[src/fccu_defines.svh]
// Purpose: Offsets, field positions, codes, reset values and preset constants of the CRC unit.
// Assumes: Included by bare name from the design modules and the bench.
// Notes: Polynomials are held bit-reversed because frames go out least significant bit first.
`ifndef FCCU_DEFINES_SVH
`define FCCU_DEFINES_SVH

// ****************************************************************
// Register map
// ****************************************************************
`define FCCU_TX_SETUP_ADDR 8'h2c
`define FCCU_RX_SETUP_ADDR 8'h2d
`define FCCU_STATUS_ADDR 8'h3f
`define FCCU_SETUP_RESET 8'h00
`define FCCU_TX_SETUP_MASK 8'h7f

// ****************************************************************
// Field positions of both setup registers and of the status register
// ****************************************************************
`define FCCU_ENABLE_BIT 0
`define FCCU_COMPL_BIT 1
`define FCCU_POLY_LSB 2
`define FCCU_POLY_MSB 3
`define FCCU_INIT_LSB 4
`define FCCU_INIT_MSB 6
`define FCCU_STORE_BIT 7
`define FCCU_STAT_ERR_BIT 0
`define FCCU_STAT_BUSY_BIT 1

// ****************************************************************
// Polynomial select codes and reversed polynomials
// ****************************************************************
`define FCCU_POLY_CRC5 2'h0
`define FCCU_POLY_CRC8 2'h1
`define FCCU_POLY_CRC16 2'h2
`define FCCU_POLY_RSVD 2'h3
`define FCCU_REV_POLY_CRC16 16'h8408
`define FCCU_REV_POLY_CRC8 16'h00b8
`define FCCU_REV_POLY_CRC5 16'h0014
`define FCCU_MASK_CRC16 16'hffff
`define FCCU_MASK_CRC8 16'h00ff
`define FCCU_MASK_CRC5 16'h001f

// ****************************************************************
// Initial value codes and fixed initial values
// ****************************************************************
`define FCCU_INIT_ZERO 3'h0
`define FCCU_INIT_CODE1 3'h1
`define FCCU_INIT_CODE2 3'h2
`define FCCU_INIT_CODE3 3'h3
`define FCCU_INIT_USER 3'h6
`define FCCU_INIT_ONES 3'h7
`define FCCU_PRE1_CRC16 16'h6363
`define FCCU_PRE1_SHORT 16'h0012
`define FCCU_PRE2_CRC16 16'ha671
`define FCCU_PRE2_CRC8 16'h00bf
`define FCCU_PRE3_CRC16 16'hfffe
`define FCCU_PRE3_CRC8 16'h00fd
`define FCCU_PRE7_CRC16 16'hffff
`define FCCU_PRE7_CRC8 16'h00ff
`define FCCU_PRE7_CRC5 16'h001f

`endif

[src/fccu_pkg.sv]
// Purpose: Types shared by the CRC unit modules.
// Assumes: Constants come from the defines header.
// Notes: Only types live here.
package fccu_pkg;
  typedef logic [1:0] fccu_poly_t;
  typedef logic [2:0] fccu_init_t;
  typedef logic [15:0] fccu_word_t;
  typedef enum logic [1:0] {TX_IDLE, TX_PASS, TX_CRC_LO, TX_CRC_HI} fccu_tx_state_e;
endpackage

[src/fccu_crc_if.sv]
// Purpose: Carries one CRC engine's load, feed and result signals.
// Assumes: One engine per direction.
// Notes: The result is the engine's register, valid one cycle after a load or feed.
`timescale 1ns/1ns
interface fccu_crc_if;
  import fccu_pkg::*;
  logic init;
  fccu_word_t init_value;
  fccu_poly_t poly;
  logic feed;
  logic [7:0] data;
  fccu_word_t crc;
  modport engine (input init, input init_value, input poly, input feed, input data, output crc);
  modport user (output init, output init_value, output poly, output feed, output data, input crc);
endinterface

[src/fccu_crc_engine.sv]
// Purpose: Byte-wide CRC shift register for CRC5, CRC8 and CRC16, least significant bit first.
// Assumes: Load and feed are never requested in the same cycle; load wins if they are.
// Notes: Narrow CRCs sit in the low bits; upper bits stay zero.
`timescale 1ns/1ns
`include "fccu_defines.svh"
module fccu_crc_engine
(
  input wire logic clk_in,
  input wire logic rst_in,
  fccu_crc_if.engine crc_bus
);
  import fccu_pkg::*;

  fccu_word_t crc_reg;
  fccu_word_t crc_next;

  // ****************************************************************
  // Bitwise update over one byte
  // ****************************************************************
  function automatic fccu_word_t crc_byte(input fccu_word_t crc, input logic [7:0] data,
                                          input fccu_poly_t poly);
    fccu_word_t c;
    fccu_word_t p;
    logic fb;
    c = crc;
    case (poly)
      `FCCU_POLY_CRC5: p = `FCCU_REV_POLY_CRC5;
      `FCCU_POLY_CRC8: p = `FCCU_REV_POLY_CRC8;
      default: p = `FCCU_REV_POLY_CRC16;
    endcase
    for (int i = 0; i < 8; i++)
    begin
      fb = c[0] ^ data[i];
      c = (c >> 1) ^ (fb ? p : 16'h0000);
    end
    return c;
  endfunction

  // Load the initial value at frame start, otherwise fold in each fed byte.
  always_comb
  begin
    crc_next = crc_reg;
    if (crc_bus.init)
      crc_next = crc_bus.init_value; // [RQ13]
    else if (crc_bus.feed)
      crc_next = crc_byte(crc_reg, crc_bus.data, crc_bus.poly); // [RQ1]
  end

  // Register stage.
  always_ff @(posedge clk_in)
  begin
    if (rst_in)
      crc_reg <= 16'h0000;
    else
      crc_reg <= crc_next;
  end

  assign crc_bus.crc = crc_reg;
endmodule

[src/fccu_top.sv]
// Purpose: CRC append on transmit and CRC check on receive, set up by two 8-bit registers.
// Assumes: Framing logic gives start and end pulses in cycles with no data byte.
// Notes: The reserved polynomial code disables both appending and checking.
`timescale 1ns/1ns
`include "fccu_defines.svh"

// Function
// RQ1 - The two-bit polynomial field selects CRC5, CRC8 or CRC16, with code three reserved.
// RQ2 - With transmit append enabled the CRC of the outgoing frame follows its data.
// RQ3 - With transmit complement set the appended CRC is bitwise inverted.
// RQ4 - The transmit initial value code picks zeros, fixed constants or all ones per CRC type.
// RQ5 - The receive initial value code uses the same table, codes four and five undefined.
// RQ6 - Code six in either direction takes the user initial value from nonvolatile settings.
// RQ7 - With store-to-FIFO set the received CRC bytes go to the FIFO with the frame data.
// RQ8 - With store-to-FIFO clear the received CRC bytes are checked but not stored.
// RQ9 - Software sets store-to-FIFO whenever the received CRC is not byte aligned.
// RQ10 - With receive complement set the received CRC is compared with the inverted result.
// RQ11 - With receive check enabled a mismatching CRC sets the error flag.
// RQ12 - With receive check disabled the CRC is computed but the error flag is untouched.
// RQ13 - Each direction loads its selected initial value at the start of every frame.
module fccu_top
(
  input wire logic clk_in,
  input wire logic rst_in,
  input wire logic [7:0] reg_addr_in,
  input wire logic [7:0] reg_wdata_in,
  input wire logic reg_wr_in,
  input wire logic reg_rd_in,
  output logic [7:0] reg_rdata_out,
  input wire fccu_pkg::fccu_word_t user_init_crc16_in,
  input wire logic [7:0] user_init_crc8_in,
  input wire logic [4:0] user_init_crc5_in,
  input wire logic tx_frame_start_in,
  input wire logic tx_byte_valid_in,
  input wire logic [7:0] tx_byte_in,
  input wire logic tx_frame_end_in,
  output logic tx_busy_out,
  output logic tx_valid_out,
  output logic [7:0] tx_byte_out,
  output logic tx_last_out,
  input wire logic rx_frame_start_in,
  input wire logic rx_byte_valid_in,
  input wire logic [7:0] rx_byte_in,
  input wire logic rx_byte_is_crc_in,
  input wire logic rx_frame_end_in,
  output logic fifo_wr_out,
  output logic [7:0] fifo_data_out,
  output logic crc_error_out
);
  import fccu_pkg::*;

  // ****************************************************************
  // Shared helpers
  // ****************************************************************
  function automatic fccu_word_t crc_mask(input fccu_poly_t poly);
    case (poly)
      `FCCU_POLY_CRC5: return `FCCU_MASK_CRC5;
      `FCCU_POLY_CRC8: return `FCCU_MASK_CRC8;
      default: return `FCCU_MASK_CRC16;
    endcase
  endfunction

  // Undefined codes load zero so that a bad setting still gives a known result.
  function automatic fccu_word_t init_value(input fccu_init_t sel, input fccu_poly_t poly,
                                            input fccu_word_t u16, input logic [7:0] u8,
                                            input logic [4:0] u5);
    logic is16;
    logic is8;
    is16 = (poly == `FCCU_POLY_CRC16) || (poly == `FCCU_POLY_RSVD);
    is8 = (poly == `FCCU_POLY_CRC8);
    case (sel)
      `FCCU_INIT_ZERO: return 16'h0000;
      `FCCU_INIT_CODE1: return is16 ? `FCCU_PRE1_CRC16 : `FCCU_PRE1_SHORT;
      `FCCU_INIT_CODE2: return is16 ? `FCCU_PRE2_CRC16 : (is8 ? `FCCU_PRE2_CRC8 : 16'h0000);
      `FCCU_INIT_CODE3: return is16 ? `FCCU_PRE3_CRC16 : (is8 ? `FCCU_PRE3_CRC8 : 16'h0000);
      `FCCU_INIT_USER: return is16 ? u16 : (is8 ? {8'h00, u8} : {11'h000, u5});
      `FCCU_INIT_ONES: return is16 ? `FCCU_PRE7_CRC16 : (is8 ? `FCCU_PRE7_CRC8 : `FCCU_PRE7_CRC5);
      default: return 16'h0000;
    endcase
  endfunction

  // ****************************************************************
  // Register file
  // ****************************************************************
  logic [7:0] tx_setup_reg;
  logic [7:0] tx_setup_next;
  logic [7:0] rx_setup_reg;
  logic [7:0] rx_setup_next;
  logic [7:0] rdata_reg;
  logic [7:0] rdata_next;
  logic err_reg;
  logic err_next;
  logic busy_reg;
  logic err_clear;

  fccu_poly_t tx_poly_sel;
  fccu_poly_t rx_poly_sel;
  fccu_init_t tx_init_sel;
  fccu_init_t rx_init_sel;
  logic tx_append_en;
  logic tx_compl;
  logic rx_check_en;
  logic rx_compl;
  logic rx_store;

  assign tx_poly_sel = tx_setup_reg[`FCCU_POLY_MSB:`FCCU_POLY_LSB];
  assign rx_poly_sel = rx_setup_reg[`FCCU_POLY_MSB:`FCCU_POLY_LSB];
  assign tx_init_sel = tx_setup_reg[`FCCU_INIT_MSB:`FCCU_INIT_LSB];
  assign rx_init_sel = rx_setup_reg[`FCCU_INIT_MSB:`FCCU_INIT_LSB];
  assign tx_append_en = tx_setup_reg[`FCCU_ENABLE_BIT];
  assign tx_compl = tx_setup_reg[`FCCU_COMPL_BIT];
  assign rx_check_en = rx_setup_reg[`FCCU_ENABLE_BIT];
  assign rx_compl = rx_setup_reg[`FCCU_COMPL_BIT];
  assign rx_store = rx_setup_reg[`FCCU_STORE_BIT];
  assign err_clear = reg_wr_in && (reg_addr_in == `FCCU_STATUS_ADDR)
                     && reg_wdata_in[`FCCU_STAT_ERR_BIT];

  // Writes store setup; reads answer one cycle later and read zero otherwise.
  always_comb
  begin
    tx_setup_next = tx_setup_reg;
    rx_setup_next = rx_setup_reg;
    rdata_next = 8'h00;
    if (reg_wr_in && (reg_addr_in == `FCCU_TX_SETUP_ADDR))
      tx_setup_next = reg_wdata_in & `FCCU_TX_SETUP_MASK;
    if (reg_wr_in && (reg_addr_in == `FCCU_RX_SETUP_ADDR))
      rx_setup_next = reg_wdata_in;
    if (reg_rd_in)
    begin
      case (reg_addr_in)
        `FCCU_TX_SETUP_ADDR: rdata_next = tx_setup_reg;
        `FCCU_RX_SETUP_ADDR: rdata_next = rx_setup_reg;
        `FCCU_STATUS_ADDR: rdata_next = {6'h00, busy_reg, err_reg};
        default: rdata_next = 8'h00;
      endcase
    end
  end

  // Register stage.
  always_ff @(posedge clk_in)
  begin
    if (rst_in)
    begin
      tx_setup_reg <= `FCCU_SETUP_RESET;
      rx_setup_reg <= `FCCU_SETUP_RESET;
      rdata_reg <= 8'h00;
    end
    else
    begin
      tx_setup_reg <= tx_setup_next;
      rx_setup_reg <= rx_setup_next;
      rdata_reg <= rdata_next;
    end
  end

  // ****************************************************************
  // Transmit path
  // ****************************************************************
  fccu_crc_if tx_crc ();
  fccu_crc_if rx_crc ();
  fccu_crc_engine u_tx_engine (.clk_in(clk_in), .rst_in(rst_in), .crc_bus(tx_crc));
  fccu_crc_engine u_rx_engine (.clk_in(clk_in), .rst_in(rst_in), .crc_bus(rx_crc));

  fccu_tx_state_e tx_state_reg;
  fccu_tx_state_e tx_state_next;
  logic tx_valid_reg;
  logic tx_valid_next;
  logic [7:0] tx_byte_reg;
  logic [7:0] tx_byte_next;
  logic tx_last_reg;
  logic tx_last_next;
  fccu_word_t tx_crc_word;

  assign tx_crc_word = (tx_crc.crc ^ (tx_compl ? 16'hffff : 16'h0000)) & crc_mask(tx_poly_sel);
  assign tx_crc.init = tx_frame_start_in;
  assign tx_crc.init_value = init_value(tx_init_sel, tx_poly_sel, user_init_crc16_in,
                                        user_init_crc8_in, user_init_crc5_in); // [RQ4] [RQ6]
  assign tx_crc.poly = tx_poly_sel;
  assign tx_crc.feed = tx_byte_valid_in && (tx_state_reg == TX_PASS);
  assign tx_crc.data = tx_byte_in;

  // Data bytes pass through; at frame end the CRC bytes follow, low byte first.
  always_comb
  begin
    tx_state_next = tx_state_reg;
    tx_valid_next = 1'b0;
    tx_byte_next = tx_byte_reg;
    tx_last_next = 1'b0;
    case (tx_state_reg)
      TX_IDLE:
        if (tx_frame_start_in)
          tx_state_next = TX_PASS; // [RQ13]
      TX_PASS:
        if (tx_byte_valid_in)
        begin
          tx_valid_next = 1'b1;
          tx_byte_next = tx_byte_in;
        end
        else if (tx_frame_end_in)
        begin
          if (tx_append_en && (tx_poly_sel != `FCCU_POLY_RSVD))
            tx_state_next = TX_CRC_LO; // [RQ2] [RQ1]
          else
            tx_state_next = TX_IDLE;
        end
      TX_CRC_LO:
      begin
        tx_valid_next = 1'b1;
        tx_byte_next = tx_crc_word[7:0]; // [RQ3]
        if (tx_poly_sel == `FCCU_POLY_CRC16)
          tx_state_next = TX_CRC_HI;
        else
        begin
          tx_last_next = 1'b1;
          tx_state_next = TX_IDLE;
        end
      end
      TX_CRC_HI:
      begin
        tx_valid_next = 1'b1;
        tx_byte_next = tx_crc_word[15:8]; // [RQ3]
        tx_last_next = 1'b1;
        tx_state_next = TX_IDLE;
      end
      default: tx_state_next = TX_IDLE;
    endcase
  end

  // Register stage.
  always_ff @(posedge clk_in)
  begin
    if (rst_in)
    begin
      tx_state_reg <= TX_IDLE;
      tx_valid_reg <= 1'b0;
      tx_byte_reg <= 8'h00;
      tx_last_reg <= 1'b0;
      busy_reg <= 1'b0;
    end
    else
    begin
      tx_state_reg <= tx_state_next;
      tx_valid_reg <= tx_valid_next;
      tx_byte_reg <= tx_byte_next;
      tx_last_reg <= tx_last_next;
      busy_reg <= (tx_state_next == TX_CRC_LO) || (tx_state_next == TX_CRC_HI);
    end
  end

  // ****************************************************************
  // Receive path
  // ****************************************************************
  logic fifo_wr_reg;
  logic fifo_wr_next;
  logic [7:0] fifo_data_reg;
  logic [7:0] fifo_data_next;
  fccu_word_t rcvd_reg;
  fccu_word_t rcvd_next;
  logic rcvd_hi_reg;
  logic rcvd_hi_next;
  fccu_word_t rx_expect;
  logic rx_mismatch;

  assign rx_crc.init = rx_frame_start_in;
  assign rx_crc.init_value = init_value(rx_init_sel, rx_poly_sel, user_init_crc16_in,
                                        user_init_crc8_in, user_init_crc5_in); // [RQ5] [RQ6]
  assign rx_crc.poly = rx_poly_sel;
  assign rx_crc.feed = rx_byte_valid_in && !rx_byte_is_crc_in; // [RQ12]
  assign rx_crc.data = rx_byte_in;
  assign rx_expect = (rx_crc.crc ^ (rx_compl ? 16'hffff : 16'h0000)) & crc_mask(rx_poly_sel);
  assign rx_mismatch = rx_expect != (rcvd_reg & crc_mask(rx_poly_sel)); // [RQ10]

  // Data bytes always reach the FIFO; CRC bytes are captured and only stored on request.
  always_comb
  begin
    fifo_wr_next = 1'b0;
    fifo_data_next = fifo_data_reg;
    rcvd_next = rcvd_reg;
    rcvd_hi_next = rcvd_hi_reg;
    err_next = err_reg;
    if (rx_frame_start_in)
    begin
      rcvd_next = 16'h0000;
      rcvd_hi_next = 1'b0;
    end
    else if (rx_byte_valid_in)
    begin
      if (rx_byte_is_crc_in)
      begin
        if (rcvd_hi_reg)
          rcvd_next[15:8] = rx_byte_in;
        else
          rcvd_next[7:0] = rx_byte_in;
        rcvd_hi_next = 1'b1;
        fifo_wr_next = rx_store; // [RQ7] [RQ8]
      end
      else
        fifo_wr_next = 1'b1;
      fifo_data_next = rx_byte_in;
    end
    // A clear from software loses to a mismatch seen in the same cycle.
    if (err_clear)
      err_next = 1'b0;
    if (rx_frame_end_in && rx_check_en && (rx_poly_sel != `FCCU_POLY_RSVD) && rx_mismatch)
      err_next = 1'b1; // [RQ11] [RQ12]
  end

  // Register stage.
  always_ff @(posedge clk_in)
  begin
    if (rst_in)
    begin
      fifo_wr_reg <= 1'b0;
      fifo_data_reg <= 8'h00;
      rcvd_reg <= 16'h0000;
      rcvd_hi_reg <= 1'b0;
      err_reg <= 1'b0;
    end
    else
    begin
      fifo_wr_reg <= fifo_wr_next;
      fifo_data_reg <= fifo_data_next;
      rcvd_reg <= rcvd_next;
      rcvd_hi_reg <= rcvd_hi_next;
      err_reg <= err_next;
    end
  end

  assign reg_rdata_out = rdata_reg;
  assign tx_busy_out = busy_reg;
  assign tx_valid_out = tx_valid_reg;
  assign tx_byte_out = tx_byte_reg;
  assign tx_last_out = tx_last_reg;
  assign fifo_wr_out = fifo_wr_reg;
  assign fifo_data_out = fifo_data_reg;
  assign crc_error_out = err_reg;
endmodule

[config.mk]
export PLATFORM = sky130hd
export DESIGN_NAME = fccu_top
export DESIGN_NICKNAME = d
export VERILOG_FILES = /design/src/fccu_pkg.sv /design/src/fccu_crc_if.sv /design/src/fccu_crc_engine.sv /design/src/fccu_top.sv
export VERILOG_INCLUDE_DIRS = /design/src
export SDC_FILE = /design/constraint.sdc
export NUM_CORES = 1
export LEC_CHECK = 0
export BUFFER_PORTS_ARGS = -buffer_cell sky130_fd_sc_hd__buf_2
export CORE_MARGIN = 3
export CORE_UTILIZATION = 35
export CTS_CLUSTER_DIAMETER = 30
export DETAILED_ROUTE_END_ITERATION = 8
export GPL_TIMING_DRIVEN = 0
export SLEW_MARGIN = 10
export SYNTH_ARGS = -nofsm -noshare
export SYNTH_HDL_FRONTEND = slang
export SYNTH_HIERARCHICAL = 1
export SYNTH_SLANG_ARGS = --single-unit
export TNS_END_PERCENT = 30
[constraint.sdc]
create_clock -name clk_in -period 2.3 [get_ports clk_in]
set_input_delay 0.575 -clock clk_in [delete_from_list [all_inputs] [get_ports clk_in]]
set_output_delay 0.575 -clock clk_in [all_outputs]
set_load 0.02 [all_outputs]
# ---- Yosys cells after proc, flatten, opt, wreduce, memory -nomap -nowiden
# Cells that the tools add are included.
dict set report totals {
  output_inout_bits 29
  register_bits 95
}
dict set report classes {
  n_bitwise 41
  eq_ne 28
  reduce_logical 30
  muxes 66
}
# cell n
set ops {}
lappend ops {{2-to-1 mux 16 bit} 34}
lappend ops {{bitwise XOR 15 x 16 -> 16 bit} 16}
lappend ops {{one-hot mux 16 bit (5 select lines)} 2}
lappend ops {{one-hot mux 16 bit (2 select lines)} 4}
lappend ops {{2-to-1 mux 8 bit} 9}
lappend ops {{bitwise AND 16 bit} 3}
lappend ops {{one-hot mux 8 bit (3 select lines)} 2}
lappend ops {{bitwise XOR 16 bit} 2}
lappend ops {{2-to-1 mux 15 bit} 2}
lappend ops {{equality test 8 x 6 -> 1 bit (second input constant)} 3}
lappend ops {{equality test 2 bit (second input constant)} 8}
lappend ops {{!= test 16 bit} 1}
lappend ops {{bitwise XOR 1 bit} 16}
lappend ops {{equality test 3 x 2 -> 1 bit (second input constant)} 4}
lappend ops {{equality test 3 bit (second input constant)} 4}
lappend ops {{logical AND 1 bit} 10}
lappend ops {{2-to-1 mux 2 bit} 5}
lappend ops {{one-hot mux 2 bit (4 select lines)} 1}
lappend ops {{equality test 2 x 1 -> 1 bit (second input constant)} 3}
lappend ops {{equality test 3 x 1 -> 1 bit (second input constant)} 2}
lappend ops {{zero test 2 bit} 3}
lappend ops {{!= test 2 bit (second input constant)} 3}
lappend ops {{AND reduction 2 bit} 3}
lappend ops {{AND reduction 3 bit} 2}
lappend ops {{other kinds (9)} 23}

# ---- Logic depth before layout (Yosys ltp)
dict set report depth {
  depth_word 29
  mapped_depth 10
  ltp_nobuf 8
}

# ---- Hierarchy
# The synthesis kept the hierarchy.
# module n_inst cells_per_inst area_per_inst_um2
set modules_own_cells {}
lappend modules_own_cells {fccu_top 1 526 3847.4}
lappend modules_own_cells {fccu_crc_engine 2 216 1740.4}

# ---- Worst setup path before layout
# No wires, ideal clock.
dict set report synth_timing {
  kind {input to register}
  startpoint {in tx_byte_in[0]}
  endpoint {reg u_tx_engine.crc_reg[6], in the netlist u_tx_engine/crc_bus.crc[6]}
  slack_ns -0.176
  cell_stages 8
  path_buffers 0
  setup_ns 0.086
  t_arrival_ns 2.390
  path_cell_list {xnor2_2 nor3_1 o21ai_0 nand2b_4 xor2_1 a2bb2oi_1 mux2_1 a221oi_2}
}
dict set report synth_via {
  elab_chain_len 26
}
# item line_no
set synth_rtl {}
lappend synth_rtl {{start: declaration} fccu_top.sv:35} ;# input wire logic [7:0] tx_byte_in,
lappend synth_rtl {{bitwise XOR 1 bit *} fccu_crc_engine.sv:33} ;# fb = c[0] ^ data[i];
lappend synth_rtl {{2-to-1 mux 16 bit *} fccu_crc_engine.sv:34} ;# c = (c >> 1) ^ (fb ? p : 16'h0000);
lappend synth_rtl {{bitwise XOR 15 x 16 -> 16 bit *} fccu_crc_engine.sv:34}
lappend synth_rtl {{bitwise XOR 1 bit} fccu_crc_engine.sv:33}
lappend synth_rtl {{2-to-1 mux 16 bit} fccu_crc_engine.sv:34}
lappend synth_rtl {{bitwise XOR 15 x 16 -> 16 bit *} fccu_crc_engine.sv:34}
lappend synth_rtl {{bitwise XOR 1 bit} fccu_crc_engine.sv:33}
lappend synth_rtl {{2-to-1 mux 16 bit} fccu_crc_engine.sv:34}
lappend synth_rtl {{(+10 left out)} -}
lappend synth_rtl {{bitwise XOR 1 bit} fccu_crc_engine.sv:33}
lappend synth_rtl {{2-to-1 mux 16 bit} fccu_crc_engine.sv:34}
lappend synth_rtl {{bitwise XOR 15 x 16 -> 16 bit *} fccu_crc_engine.sv:34}
lappend synth_rtl {{bitwise XOR 1 bit} fccu_crc_engine.sv:33}
lappend synth_rtl {{2-to-1 mux 16 bit} fccu_crc_engine.sv:34}
lappend synth_rtl {{bitwise XOR 15 x 16 -> 16 bit *} fccu_crc_engine.sv:34}
lappend synth_rtl {{2-to-1 mux 16 bit *} fccu_crc_engine.sv:45} ;# else if (crc_bus.feed)
lappend synth_rtl {{2-to-1 mux 16 bit *} fccu_crc_engine.sv:43} ;# if (crc_bus.init)
lappend synth_rtl {{end signal: assignment} fccu_crc_engine.sv:55} ;# crc_reg <= crc_next;
lappend synth_rtl {{end: declaration} fccu_crc_engine.sv:14} ;# fccu_word_t crc_reg;
# Every way passes the cells marked *; elsewhere a longest branch is shown, timed or not. The select of a mux whose other input is x is not followed.
# A chain may end at the register's enable or synchronous reset.

# ---- Worst setup path after layout
dict set report layout_timing {
  startpoint {in rx_byte_in[2]}
  endpoint {reg u_rx_engine.crc_reg[3], in the netlist u_rx_engine/crc_bus.crc[3]}
}
dict set report layout_via {
  elab_chain_len 20
}
# item line_no
set layout_rtl {}
lappend layout_rtl {{start: declaration} fccu_top.sv:43} ;# input wire logic [7:0] rx_byte_in,
lappend layout_rtl {{bitwise XOR 1 bit *} fccu_crc_engine.sv:33}
lappend layout_rtl {{2-to-1 mux 16 bit *} fccu_crc_engine.sv:34}
lappend layout_rtl {{bitwise XOR 15 x 16 -> 16 bit *} fccu_crc_engine.sv:34}
lappend layout_rtl {{bitwise XOR 1 bit} fccu_crc_engine.sv:33}
lappend layout_rtl {{2-to-1 mux 16 bit} fccu_crc_engine.sv:34}
lappend layout_rtl {{bitwise XOR 15 x 16 -> 16 bit *} fccu_crc_engine.sv:34}
lappend layout_rtl {{bitwise XOR 1 bit} fccu_crc_engine.sv:33}
lappend layout_rtl {{2-to-1 mux 16 bit} fccu_crc_engine.sv:34}
lappend layout_rtl {{(+4 left out)} -}
lappend layout_rtl {{bitwise XOR 1 bit} fccu_crc_engine.sv:33}
lappend layout_rtl {{2-to-1 mux 16 bit} fccu_crc_engine.sv:34}
lappend layout_rtl {{bitwise XOR 15 x 16 -> 16 bit *} fccu_crc_engine.sv:34}
lappend layout_rtl {{bitwise XOR 1 bit} fccu_crc_engine.sv:33}
lappend layout_rtl {{2-to-1 mux 16 bit} fccu_crc_engine.sv:34}
lappend layout_rtl {{bitwise XOR 15 x 16 -> 16 bit *} fccu_crc_engine.sv:34}
lappend layout_rtl {{2-to-1 mux 16 bit *} fccu_crc_engine.sv:45}
lappend layout_rtl {{2-to-1 mux 16 bit *} fccu_crc_engine.sv:43}
lappend layout_rtl {{end signal: assignment} fccu_crc_engine.sv:55}
lappend layout_rtl {{end: declaration} fccu_crc_engine.sv:14}
# Marked as above.

==> qor.yml <==
outcome:
  outcome: "finished with violations"
  violations: "setup timing"
routing:
  final_antenna_net_count: 0
  routedWlPerCell_um: 17.7
  drt-total-wl_mm: 24.6
  dr.first_iter.drc_count: 422
  firstDrtPassIters: 5
  routed_via_density: 5.38
  drc: 0
  vias: 7474
sta:
  fin_crit_sh_pct: 103
  slew_viol_final: 0
  fin_crit_ns: 2.38
  tightestPinTransition_ns: 0.753
  hold_violations: 0
  setup_viol: 5
  max_freq_mhz: 420
  skew_ns: 0.00639
  setup_slack_ns: -0.0801
  max-slew-margin-rel_pct: 49.4
  rsz0062_at_grt: "true"
yosys:
  synth_seq_cells: 95
  ys_types: 74
  syn_inst: 958
  netlist_area_um2: 7330
  ys.warnings.count: 6
  avgSynthCellArea_um2: 7.65
  yosysSeqAreaShare_pct: 26.0
  ys.flop_type: "dfxtp_1"
  async_reset_ff_share_pct: 0
  synth_fp_nets: 1030
  synth_edf_count: 0
place:
  dpl.hpwl_mm: 18.7
  io_buffers: 99
  place_congestion: 0.893
  placed_cells: 1327
  place_ws_ns: -0.564
critical_path:
  startpoint_type: "primary input"
  critPathArrivalTime_ns: 2.64
  r2r_slack_ns: -0.05
  cp_max_fo: 7
  r2r_start: "u_rx_engine/crc_bus.crc[2]"
  r2r_end: "u_rx_engine/crc_bus.crc[3]"
  critPathKind: "primary input to flip-flop"
  endpoint_kind: "flip-flop"
  reg2reg_depth: 9
  crit_required_ns: 2.56
power_and_ir_drop:
  powerDensity_nw_per_um2: 509
  p_leak_nw: 3.63
  vdd_drop_max_uv: 438
clock_network:
  clk_pin_slew_ns: 0.07
  worstSkewPairLatency_ns: 0.35
  clock-sinks: 95
  cts_root_buffer: "clkbuf_16"
  cts_hold_buf: 0
  cts_buffers: 9
  h-tree-depth: 3
  clockBufferDepth: 2
  cts_tree: "done"
die:
  dieArea_um2: 22700
  fp.dieH_um: 151
  core_um2: 20400
  io_pins: 101
  core.rowCount: 52
  initial_core_util_pct: 35.9
  die_w_um: 151
worst_hold_path:
  hold_start: "fifo_data_out[2]"
  hold_class: "flip-flop to flip-flop"
  min_to: "fifo_data_out[2]"
  min_path_cells: 2
final_layout:
  drive_gt1_share_pct: 24.5
  final_util_pct: 45.3
  fin_nets: 1185
  layout_common_cells: "nand2_1, nor2_1, a21oi_1"
  layout_commonest_cell: "nand2_1"
  area_growth_pct: 26.4
  finalNonFillerCells: 1390
job:
  drv_cap: 0
global_routing:
  grt_max_degree: 21
  antenna_found_initial: 2
  grt_pass1_vias: 7083
  grt_pass1_wl_mm: 37.9
  overflow: 0
  grt_usage_pct: 21.1
==> layout make-up <==
class | count | area (um^2)
diodes | 2 | 5.00
plain buffers | 60 | 259
clock buffers | 14 | 274
clock inverters | 2 | 13.8
fillers | 2116 | 11200
inverters | 20 | 75.1
multi-input cells | 781 | 5470
flip-flops and latches | 95 | 1930
well taps | 270 | 338
repair buffers | 146 | 900
==> cell usage after synthesis (4+ instances only) <==
master      n  area [um^2]
clkbuf_1   45          169
xnor2_1    53          464
dfxtp_1    95         1900
a221oi_1   11         96.3
o221ai_1    6         52.6
o211a_1     4         40.0
buf_1       4         15.0
xor2_1     42          368
nand4_1     8         50.1
or3_1       6         37.5
xnor3_1     6          135
o211ai_1    8         60.1
mux2i_1    22          220
a21oi_1   107          536
buf_2       8         40.0
a211oi_1    5         37.5
xor2_2      4         65.1
nand2_1   119          447
nor3b_1     5         37.5
o21a_1      4         30.0
o22ai_1     4         25.0
inv_1      20         75.1
and3_1     11         68.8
nor2b_1     8         50.1
nand3_1    29          145
a22o_1      5         43.8
a311oi_1    5         43.8
and2_1      7         43.8
xnor2_2     6         97.6
o21ai_0    48          240
nor2_1    110          413
nand2b_1   16          100
a221o_1     5         50.1
nor3_1     26          130
a22oi_1     7         52.6
mux2_2     13          146
==> where the power goes <==
group	internal [mW]	total, mW	switching, mW
combinational	0.724	1.50	0.781
sequential	1.68	1.74	0.0554
clock	0.824	1.47	0.643
total	3.23	4.71	1.48
==> critical path, cell delays in order <==
cell	delay [ns]
buf_4	0.17
xor2_4	0.30
buf_6	0.15
nor2_1	0.04
o31a_1	0.31
and3_4	0.20
or2_4	0.27
xor2_2	0.19
o211a_1	0.23
o32ai_2	0.21
==> worst max-delay path by stage <==
stage,start,endpoint
after floorplan,rx_byte_in[0],u_rx_engine/crc_bus.crc[1]
after global placement,rx_byte_in[0],u_rx_engine/crc_bus.crc[4]
after detailed placement,rx_byte_in[0],u_rx_engine/crc_bus.crc[4]
after CTS,rx_setup_reg[3],u_rx_engine/crc_bus.crc[2]
after global routing,u_tx_engine/crc_bus.crc[0],u_tx_engine/crc_bus.crc[6]
final,rx_byte_in[2],u_rx_engine/crc_bus.crc[3]
==> cell families after synthesis <==
logic type | after synthesis | share of synthesized area [%]
simple gates | 377 | 25.3
compound gates | 250 | 21.6
xor+xnor | 115 | 16.9
flops | 95 | 26.0
buf+inv | 82 | 4.59
mux | 39 | 5.69
==> what timing repair did <==
item	CTS	global route
pin swaps	20	19
setup endpoints to repair	18	21
resized for setup	46	45
setup buffers	29	18
==> per-layer routing <==
layer	share of wire [%]	wire length (um)	vias up	GRT usage, %
li1	-	-	3671	-
met1	41	10200	3540	26.0
met2	51	12700	208	37.6
met3	4.0	984	55	3.40
met4	3.4	827	0	6.94
met5	0	0	-	0
==> per-stage QoR <==
step / instance area (um^2) / power (mW) / hold WS, ns / setup TNS [ns]
2_1_floorplan: 7410 / 2.65 / 0.446 / -0.273
3_3_place_gp: 8240 / 2.98 / 0.441 / -7.50
3_5_place_dp: 8240 / 2.98 / 0.449 / -7.52
4_1_cts: 8950 / 4.60 / 0.459 / -0.0795
5_1_grt: 9260 / 4.93 / 0.471 / -1.06
6_report: 9260 / 4.71 / 0.459 / -0.182
Power figures use the tool's default switching activity.
